### config.mk
export PLATFORM = sky130hd
export DESIGN_NAME = cspt_stack_pointer
export DESIGN_NICKNAME = d
export VERILOG_FILES = /design/src/design/cspt_pkg.sv /design/src/design/cspt_ram.sv /design/src/design/cspt_stack_pointer.sv
export VERILOG_INCLUDE_DIRS = /design/src /design/src/design
export SDC_FILE = /design/constraint.sdc
export NUM_CORES = 2
export LEC_CHECK = 0
export BUFFER_PORTS_ARGS = -buffer_cell sky130_fd_sc_hd__buf_4
export CORE_ASPECT_RATIO = 1.4
export CORE_MARGIN = 2
export CORE_UTILIZATION = 52
export CTS_CLUSTER_DIAMETER = 100
export DETAILED_ROUTE_END_ITERATION = 12
export PLACE_DENSITY = 0.67
export SLEW_MARGIN = 20
export SYNTH_ARGS = -nofsm -noshare
export SYNTH_HDL_FRONTEND = slang
export SYNTH_HIERARCHICAL = 1
export SYNTH_SLANG_ARGS = --single-unit
### constraint.sdc
create_clock -name clk_sys_i -period 6 [get_ports clk_sys_i]
set_input_delay 0.9 -clock clk_sys_i [delete_from_list [all_inputs] [get_ports clk_sys_i]]
set_output_delay 0.9 -clock clk_sys_i [all_outputs]
set_load 0.03 [all_outputs]
### src/design/cspt_regs.svh
// constants of the cpu stack pointer: reset value, fixed page, frame sizes
// assumes inclusion by bare name from design files
`ifndef CSPT_REGS_SVH
`define CSPT_REGS_SVH
`define CSPT_SP_RESET 16'h01FF
`define CSPT_SP_PAGE 8'h01
`define CSPT_SP_LOW_RESET 8'hFF
`define CSPT_CALL_BYTES 3'h2
`define CSPT_IRQ_BYTES 3'h5
`define CSPT_STACK_DEPTH 256
`endif

### src/design/cspt_pkg.sv
// types shared by the stack pointer design
// assumes nothing beyond a systemverilog compiler
package cspt_pkg;
  // stack operation requested by the sequencer
  typedef enum logic [2:0] {
    CSPT_OP_NONE,
    CSPT_OP_PUSH,
    CSPT_OP_POP,
    CSPT_OP_CALL,
    CSPT_OP_RET,
    CSPT_OP_IRQ,
    CSPT_OP_IRET
  } cspt_op_e;
  // sequencer of multi byte frames
  typedef enum logic [1:0] {
    CSPT_ST_IDLE,
    CSPT_ST_SAVE,
    CSPT_ST_RESTORE
  } cspt_state_e;
endpackage

### src/design/cspt_ram.sv
// 256 byte stack memory, synchronous write and combinational read sharing one address port
// assumes synchronous write on clk_sys_i gated by the clock enable
`timescale 1ns/1ps
`default_nettype none
`include "cspt_regs.svh"
module cspt_ram
(
  input wire logic clk_sys_i,
  input wire logic ce_i,
  input wire logic wr_i,
  input wire logic [7:0] addr_i,
  input wire logic [7:0] wdata_i,
  output logic [7:0] rdata_o
);
  logic [7:0] mem_ff [0:`CSPT_STACK_DEPTH-1];

  // write port
  always_ff @(posedge clk_sys_i)
  begin
    if (ce_i && wr_i)
    begin
      mem_ff[addr_i] <= wdata_i;
    end
  end

  // read port
  assign rdata_o = mem_ff[addr_i];
endmodule
`default_nettype wire

### src/design/cspt_stack_pointer.sv
// cpu stack pointer with its 256 byte stack memory
// assumes the sequencer holds op_i until op_done_o for multi byte frames
// Notes on behaviour
// - pointer is 16 bits and addresses the next free stack byte
// - push writes at pointer then decrements; pop increments then reads
// - stack is 256 bytes; upper byte forced to 0x01
// - reset or stack reset instruction loads 0x01FF
// - load instruction reads and writes the pointer low byte directly
// - decrement and increment wrap silently across stack limits
// - interrupt entry stores program counter low byte first, then context
// - call uses two locations, interrupt entry five
// - interrupt return increments and restores context in reverse order
// - explicit push and pop share the pointer behaviour
`timescale 1ns/1ps
`default_nettype none
`include "cspt_regs.svh"
module cspt_stack_pointer
(
  input wire logic clk_sys_i,
  input wire logic rst_i,
  input wire logic ce_i,
  input wire logic [2:0] op_i,
  input wire logic [7:0] push_data_i,
  input wire logic [39:0] frame_i,
  input wire logic stack_reset_instruction_i,
  input wire logic load_instruction_wr_i,
  input wire logic [7:0] load_instruction_data_i,
  output logic op_done_o,
  output logic [7:0] pop_data_o,
  output logic [39:0] frame_o,
  output logic [15:0] stack_pointer_o,
  output logic [7:0] pointer_low_o
);
  logic [7:0] sp_low_ff;
  logic [7:0] nxt_sp_low;
  cspt_pkg::cspt_state_e state_ff;
  cspt_pkg::cspt_state_e nxt_state;
  logic [2:0] cnt_ff;
  logic [2:0] nxt_cnt;
  logic [2:0] len_ff;
  logic [2:0] nxt_len;
  logic [7:0] pop_data_ff;
  logic [39:0] frame_ff;
  logic [39:0] frame_in_ff;
  logic [39:0] nxt_frame_in;
  logic mem_wr;
  logic [7:0] mem_addr;
  logic [7:0] mem_wdata;
  logic [7:0] mem_rdata;
  logic [7:0] sp_dec;
  logic [7:0] sp_inc;
  logic done;
  cspt_pkg::cspt_op_e op;

  assign op = cspt_pkg::cspt_op_e'(op_i);
  // 8 bit arithmetic wraps at the stack limits with no flag
  assign sp_dec = sp_low_ff - 8'h01;
  assign sp_inc = sp_low_ff + 8'h01;

  // stack memory
  cspt_ram u_ram
  (
    .clk_sys_i(clk_sys_i),
    .ce_i(ce_i),
    .wr_i(mem_wr),
    .addr_i(mem_addr),
    .wdata_i(mem_wdata),
    .rdata_o(mem_rdata)
  );

  // operation sequencing and pointer next value
  always_comb
  begin
    nxt_sp_low = sp_low_ff;
    nxt_state = state_ff;
    nxt_cnt = cnt_ff;
    nxt_len = len_ff;
    nxt_frame_in = frame_in_ff;
    mem_wr = 1'b0;
    mem_addr = sp_low_ff;
    mem_wdata = push_data_i;
    done = 1'b0;
    case (state_ff)
      cspt_pkg::CSPT_ST_IDLE:
      begin
        if (stack_reset_instruction_i)
        begin
          nxt_sp_low = `CSPT_SP_LOW_RESET;
          done = 1'b1;
        end
        else if (load_instruction_wr_i)
        begin
          nxt_sp_low = load_instruction_data_i;
          done = 1'b1;
        end
        else
        begin
          case (op)
            cspt_pkg::CSPT_OP_PUSH:
            begin
              // write at pointer, then step down
              mem_wr = 1'b1;
              nxt_sp_low = sp_dec;
              done = 1'b1;
            end
            cspt_pkg::CSPT_OP_POP:
            begin
              // step up first; data read next cycle at new pointer
              nxt_sp_low = sp_inc;
              nxt_state = cspt_pkg::CSPT_ST_RESTORE;
              nxt_len = 3'h1;
              nxt_cnt = 3'h0;
            end
            cspt_pkg::CSPT_OP_CALL, cspt_pkg::CSPT_OP_IRQ:
            begin
              nxt_state = cspt_pkg::CSPT_ST_SAVE;
              nxt_len = (op == cspt_pkg::CSPT_OP_CALL) ?
                `CSPT_CALL_BYTES : `CSPT_IRQ_BYTES;
              nxt_cnt = 3'h0;
              nxt_frame_in = frame_i;
            end
            cspt_pkg::CSPT_OP_RET, cspt_pkg::CSPT_OP_IRET:
            begin
              nxt_sp_low = sp_inc;
              nxt_state = cspt_pkg::CSPT_ST_RESTORE;
              nxt_len = (op == cspt_pkg::CSPT_OP_RET) ?
                `CSPT_CALL_BYTES : `CSPT_IRQ_BYTES;
              nxt_cnt = 3'h0;
            end
            default:
            begin
              nxt_state = cspt_pkg::CSPT_ST_IDLE;
            end
          endcase
        end
      end
      cspt_pkg::CSPT_ST_SAVE:
      begin
        // byte 0 of frame is program counter low byte, stored first
        mem_wr = 1'b1;
        mem_wdata = frame_in_ff[7:0];
        nxt_frame_in = {8'h00, frame_in_ff[39:8]};
        nxt_sp_low = sp_dec;
        nxt_cnt = cnt_ff + 3'h1;
        if (nxt_cnt == len_ff)
        begin
          nxt_state = cspt_pkg::CSPT_ST_IDLE;
          done = 1'b1;
        end
      end
      cspt_pkg::CSPT_ST_RESTORE:
      begin
        // last saved byte comes back first, reversing entry order
        nxt_cnt = cnt_ff + 3'h1;
        if (nxt_cnt == len_ff)
        begin
          nxt_state = cspt_pkg::CSPT_ST_IDLE;
          done = 1'b1;
        end
        else
        begin
          nxt_sp_low = sp_inc;
        end
      end
      default:
      begin
        nxt_state = cspt_pkg::CSPT_ST_IDLE;
      end
    endcase
  end

  // pointer low byte register
  always_ff @(posedge clk_sys_i or posedge rst_i)
  begin
    if (rst_i)
    begin
      sp_low_ff <= `CSPT_SP_LOW_RESET;
    end
    else if (ce_i)
    begin
      sp_low_ff <= nxt_sp_low;
    end
  end

  // state, counters and saved frame
  always_ff @(posedge clk_sys_i or posedge rst_i)
  begin
    if (rst_i)
    begin
      state_ff <= cspt_pkg::CSPT_ST_IDLE;
      cnt_ff <= 3'h0;
      len_ff <= 3'h0;
      frame_in_ff <= 40'h00_0000_0000;
    end
    else if (ce_i)
    begin
      state_ff <= nxt_state;
      cnt_ff <= nxt_cnt;
      len_ff <= nxt_len;
      frame_in_ff <= nxt_frame_in;
    end
  end

  // popped data capture; restored frame rebuilt low byte last
  always_ff @(posedge clk_sys_i or posedge rst_i)
  begin
    if (rst_i)
    begin
      pop_data_ff <= 8'h00;
      frame_ff <= 40'h00_0000_0000;
    end
    else if (ce_i && state_ff == cspt_pkg::CSPT_ST_RESTORE)
    begin
      pop_data_ff <= mem_rdata;
      frame_ff <= {frame_ff[31:0], mem_rdata};
    end
  end

  // outputs; upper byte is constant
  assign stack_pointer_o = {`CSPT_SP_PAGE, sp_low_ff};
  assign pointer_low_o = sp_low_ff;
  assign pop_data_o = pop_data_ff;
  assign frame_o = frame_ff;
  assign op_done_o = done & ce_i;
endmodule
`default_nettype wire

After elaboration in Yosys (flattened, before gate mapping)
Memory sizes are Yosys's and may differ from the RTL's.
Index checks and enable logic that the tools add are counted.

storage, ports and cells
  flip-flop bits (word level) = 104
  latch bits = 0
  RAM bits = 2048
  bits in read-only memories = 0
  bits of input ports = 64
  output and inout port bits = 73
  logic and storage cells = 80
  memories = 1

memory list
  name          depth  width  read ports  clocked after memory_dff  wr ports  line            RTL
  u_ram.mem_ff  256    8      1           0                         1         cspt_ram.sv:15  logic [7:0] mem_ff [0:`CSPT_STACK_DEPTH-1];

operators by class
  add/sub/neg operators = 3
  multiply operators = 0
  divide/modulo/power cells = 0
  magnitude comparators = 0
  equal/unequal tests = 17
  shifts and indexed selects = 0
  multiplexer cells = 32
  bitwise logic cells = 3
  reduce and logical (&&, ||, !) cells = 17

operators by type and width
  kind                                                                      count
  40-bit two-way mux                                                        3
  40-bit one-hot mux with 2 select lines                                    1
  8-bit two-way mux                                                         4
  8-bit one-hot mux with 3 select lines                                     1
  5-bit AND reduction                                                       4
  8-bit one-hot mux with 2 select lines                                     1
  3-bit two-way mux                                                         5
  2-bit inequality test (second input constant)                             5
  3-bit equality test (second input constant)                               3
  3-bit one-hot mux with 3 select lines                                     1
  8-bit by 1-bit adder with 8-bit output (second input constant)            1
  1-bit two-way mux                                                         8
  8-bit by 1-bit subtractor with 8-bit output (second input constant)       1
  3-bit by 2-bit equality test with 1-bit output (second input constant)    2
  2-bit two-way mux                                                         3
  2-bit one-hot mux with 3 select lines                                     1
  3-bit one-hot mux with 2 select lines                                     1
  3-bit nonzero test                                                        2
  2-bit OR reduction                                                        3
  5-bit by 4-bit inequality test with 1-bit output (second input constant)  1
  5-bit OR reduction                                                        1
  2-bit by 1-bit inequality test with 1-bit output (second input constant)  2
  1-bit one-hot mux with 2 select lines                                     2
  2-bit one-hot mux with 2 select lines                                     1
  12 further kinds                                                          15

Longest topological paths before layout
  word-level depth = 8
  mapped depth = 10
  gate-level depth less buffers = 9

By module
The synthesis kept the hierarchy.

modules (own cells, without submodules)
  module              instances  cells an instance  area an instance (um2)  seq. area each (um2)
  cspt_ram            1          3517               78123.7                 61499.0
  cspt_stack_pointer  1          500                5231.3                  2412.3

Worst setup path after synthesis
No wires, ideal clock.

  path kind = register to register
  from = reg state_ff[1]
  to = mem u_ram.mem_ff[0][0] (data pin)
  library setup time = 556 ps
  arrival time = 3201 ps
  required time = 5444 ps
  slack = 2243 ps
  stages on the path, launching flop included = 6
  buffers on the path = 2
  cell sequence = dfrtp_1 -> inv_1 -> ha_1 -> clkbuf_1 -> buf_1 -> mux2_2

between the ends
  cells in the longest elaborated chain, start to end = 2

RTL lines
  item                                            line                       RTL
  start, declared                                 cspt_stack_pointer.sv:36   cspt_pkg::cspt_state_e state_ff;
  start signal, assigned                          cspt_stack_pointer.sv:190  state_ff <= cspt_pkg::CSPT_ST_IDLE;
  start signal, assigned                          cspt_stack_pointer.sv:197  state_ff <= nxt_state;
  2-bit by 1-bit equality test with 1-bit output  cspt_stack_pointer.sv:83   case (state_ff)
  8-bit two-way mux                               cspt_stack_pointer.sv:83
  named net mem_wdata[0]                          cspt_stack_pointer.sv:48   logic [7:0] mem_wdata;
  end, declared                                   cspt_ram.sv:15

The timed path passes the listed nets, and every way through them passes these cells.

Final worst setup path
  from = reg sp_low_ff[0] (netlist: pointer_low_o[0])
  to = reg pop_data_ff[3] (netlist: pop_data_o[3])

between the ends
  cells in the longest elaborated chain, start to end = 1

RTL lines
  item                    line                       RTL
  start, declared         cspt_stack_pointer.sv:34   logic [7:0] sp_low_ff;
  start signal, assigned  cspt_stack_pointer.sv:177  sp_low_ff <= `CSPT_SP_LOW_RESET;
  start signal, assigned  cspt_stack_pointer.sv:181  sp_low_ff <= nxt_sp_low;
  memory 256 x 8 bit      -
  named net mem_rdata[3]  cspt_stack_pointer.sv:49   logic [7:0] mem_rdata;
  end signal, assigned    cspt_stack_pointer.sv:214  pop_data_ff <= mem_rdata;
  end, declared           cspt_stack_pointer.sv:42   logic [7:0] pop_data_ff;

The timed path passes the listed nets, and every way through them passes these cells.
A chain may end at the register's enable or synchronous reset.

==> metrics.md <==
| Metric | Value |
|---|---|
| Status | `finished clean` |
| CTS Hold Bufs | `0` |
| Total power | `41900 µW` |
| H-tree levels | `4` |
| Post-Synthesis Cells | `4017` |
| Number of port buffers | `128` |
| Final Wtd Congestion | `0.816` |
| Final core occ | `0.584` |
| Synth top area share | `0.738` |
| Pin count of the biggest net entering global routing | `152` |
| Clock slew at reported path FFs | `0.07 ns` |
| Root Buffer | `clkbuf_16` |
| Post_cts resized | `0` |
| Placeable Area | `159000 µm²` |
| Die Y | `478 µm` |
| Vias in the first global route | `41100` |
| Crit-path slowest cell | `dfstp_4` |
| Worst path arrival time | `5.27 ns` |
| Worst reg2reg setup slack | `1.42 ns` |
| Via Count | `40600` |
| CTS tree | `yes` |
| Hold slack | `0.119 ns` |
| Starting density of the core | `0.525` |
| Clock Tree Buf Depth | `3` |
| #FFs+latches synth | `2144` |
| # fillers | `11300` |
| Worst-margin pin slew | `1.23 ns` |
| Worst setup endpoint | `pop_data_o[3]` |
| Crit start category | `flip-flop` |
| Global route overflow | `0` |
| HPWL after DPL | `113 mm` |
| Most used DFF post-synth | `edfxtp_1` |
| Power Dens Cells | `452 nW/µm²` |
| # nets final | `4211` |
| Die Area | `164000 µm²` |
| Leak | `0.0288 µW` |
| Vias per inst | `6.35` |
| Yosys cell types | `65` |
| Synth-to-layout area growth | `11.2%` |
| DRT iter0 DRCs | `4569` |
| Worst clock skew | `0.0271 ns` |
| Post-route ant nets | `0` |
| First-pass GRT wire length | `285 mm` |
| CTS Buf Count | `182` |
| Worst skew pair latency | `0.81 ns` |
| Sink Count | `2144` |
| Final WL | `195 mm` |
| Die Wd | `342 µm` |
| Setup TNS | `0 ns` |
| Peak supply drop | `299 µV` |
| Worst stage delay on the critical path | `1.14 ns` |
| R2R Path Start | `pointer_low_o[0]` |
| Synth async-reset ratio | `0.0448` |
| Crit path required time | `6.69 ns` |
| Worst slew margin | `0.177` |
| Reg2reg path depth | `8` |
| RSZ-0062 raised after global routing | `no` |
| Crit path cell chain | `buf_12, buf_12, mux4_2, a22oi_1, a21oi_1, o41ai_1, nand4_1, mux2_2` |
| Synth area leader | `edfxtp_1` |
| Register area share after synthesis | `0.767` |
| HP Class | `in -> async` |
| DRC errors left | `0` |
| Top cells by area, synth | `edfxtp_1 (74%), mux4_2 (14%), dfrtp_1 (2.6%), a22oi_1 (2.3%), nor2_1 (1.2%)` |
| Fin crit period | `4.58 ns` |
| Critical path type | `reg -> reg` |
| MaxCap Viol Count | `0` |
| Final setup viols | `0` |
| Ys Warns | `6` |
| Crit. End Element | `flip-flop` |
| DR pass1 iterations | `6` |
| Crit share post-route | `0.763` |
| Critical path peak fanout | `38` |
| Capturing point of the worst reg2reg path | `pop_data_o[3]` |
| Worst setup path start | `pointer_low_o[0]` |
| I/O pin count | `137` |
| Mapped cell area | `83400 µm²` |
| Layout cells sized above 1 | `0.258` |
| Post-synth EDFFs | `2048` |
| Initial antenna violation count | `3` |
| Slew Limit Fails | `0` |
| Fin. Hold Viols | `0` |
| Most frequent CP cell | `buf_12` |
| Global-route usage over all layers | `0.240` |
| Row count | `173` |
| WL/cell | `30.5 µm` |
| Setup bufs post-CTS | `0` |
| Syn Area/Cell | `20.8 µm²` |
| Achievable Freq | `0.218 GHz` |
worst min path at each step:
stage                     from               to  slack, ns  cells after the start
2_1_floorplan  frame_in_ff[32]  frame_in_ff[32]       0.44                      2
3_3_place_gp   frame_in_ff[34]  frame_in_ff[34]       0.45                      2
3_5_place_dp   frame_in_ff[34]  frame_in_ff[34]       0.46                      2
4_1_cts                  rst_i    pop_data_o[0]       0.07                      2
5_1_grt                  rst_i    pop_data_o[0]       0.11                      2
6_report                 rst_i    pop_data_o[0]       0.12                      2
sequential cells by signal, summed over array words and instances (netlist names):
name           cells
state_ff           2
frame_o           33
u_ram/mem_ff    2048
len_ff             3
pointer_low_o      8
pop_data_o         7
cnt_ff             3
frame_in_ff       40
stage by stage:
| stage | cell area, µm² | instances | setup slack [ns] |
|---|---|---|---|
| 3_5_place_dp | 86800 | 6056 | 1.45 |
| 4_1_cts | 92700 | 6392 | 1.42 |
| 2_1_floorplan | 83400 | 4023 | 2.24 |
| 5_1_grt | 92700 | 6393 | 1.30 |
| 6_report | 92700 | 6394 | 1.42 |
| 3_3_place_gp | 86700 | 6052 | 0.854 |
worst max-delay path, delay by kind of cell, from the launching register on:
family	cells	cell delay [ns]
muxes	2	0.83
AOI/OAI and AO/OA	3	1.51
DFF	1	1.14
buffers and inverters	2	0.65
and+or+nand+nor	1	0.16
per-layer routing:
metal | vias to the layer above | global-route usage | part of all wire
met1 | 21500 | 0.330 | 0.39
met5 | - | 0 | 0
met2 | 1860 | 0.397 | 0.51
li1 | 16900 | - | -
met4 | 0 | 0.0746 | 0.032
met3 | 295 | 0.0377 | 0.075
cell usage in the layout, fill, tap and decap left out, types with 7 or more instances in the layout:
cell type      n
a21oi_1      134
a22oi_1      256
and3_1         7
buf_12        18
buf_4        198
bufinv_16     22
clkbuf_1      40
clkbuf_16    184
clkinv_1      30
clkinv_2      37
clkinvlp_4     7
conb_1         8
dfrtp_1       88
edfxtp_1    2048
inv_1         12
inv_6          9
mux2_2        42
mux2_8         8
mux2i_1       40
mux4_2       512
nand2_1       74
nand2_2       19
nand3_1       17
nand4_1       17
nor2_1       272
o211ai_1       8
o21ai_0       45
o41ai_1       24
o41ai_2        9
where the power goes:
group          internal [µW]  switching (µW)
registers              17600             492
clock network           6630            5210
logic                   4730            7270
logic make-up (layout without fill, tap and decap cells):
kind of cell,Yosys count,after routing,synth area share
AOI/OAI and AO/OA,512,512,0.0416
xor gates and xnor gates,10,10,0.00123
adders and majority gates,7,7,0.00105
buffers and inverters,297,566,0.0169
DFF,2144,2144,0.767
muxes,602,602,0.150
other,2,10,0.0000901
and+or+nand+nor,443,443,0.0226
final cells by class:
cell class | instances | area (µm²) | share of cell area
Sequential cell | 2144 | 63900 | 0.689
Multi-Input combinational cell | 1582 | 18300 | 0.198
Clock buffer | 227 | 4800 | 0.0517
Tap cell | 2100 | 2630 | 0.0283
Timing Repair Buffer | 217 | 1850 | 0.0200
Clock inverter | 109 | 1150 | 0.0124
Inverter | 13 | 51.3 | 0.000553
Antenna cell | 2 | 5.00 | 0.0000540
cells in the mapped netlist (24+ instances only):
cell type and n:
nand2_1 92, o21ai_0 45, buf_4 37, buf_1 24
buf_2 49, mux2_2 50, clkbuf_1 162, mux2i_1 40
dfrtp_1 88, o41ai_1 33, nor2_1 273, edfxtp_1 2048
a21oi_1 134, a22oi_1 256, mux4_2 512
(Power assumes the default switching activity.)
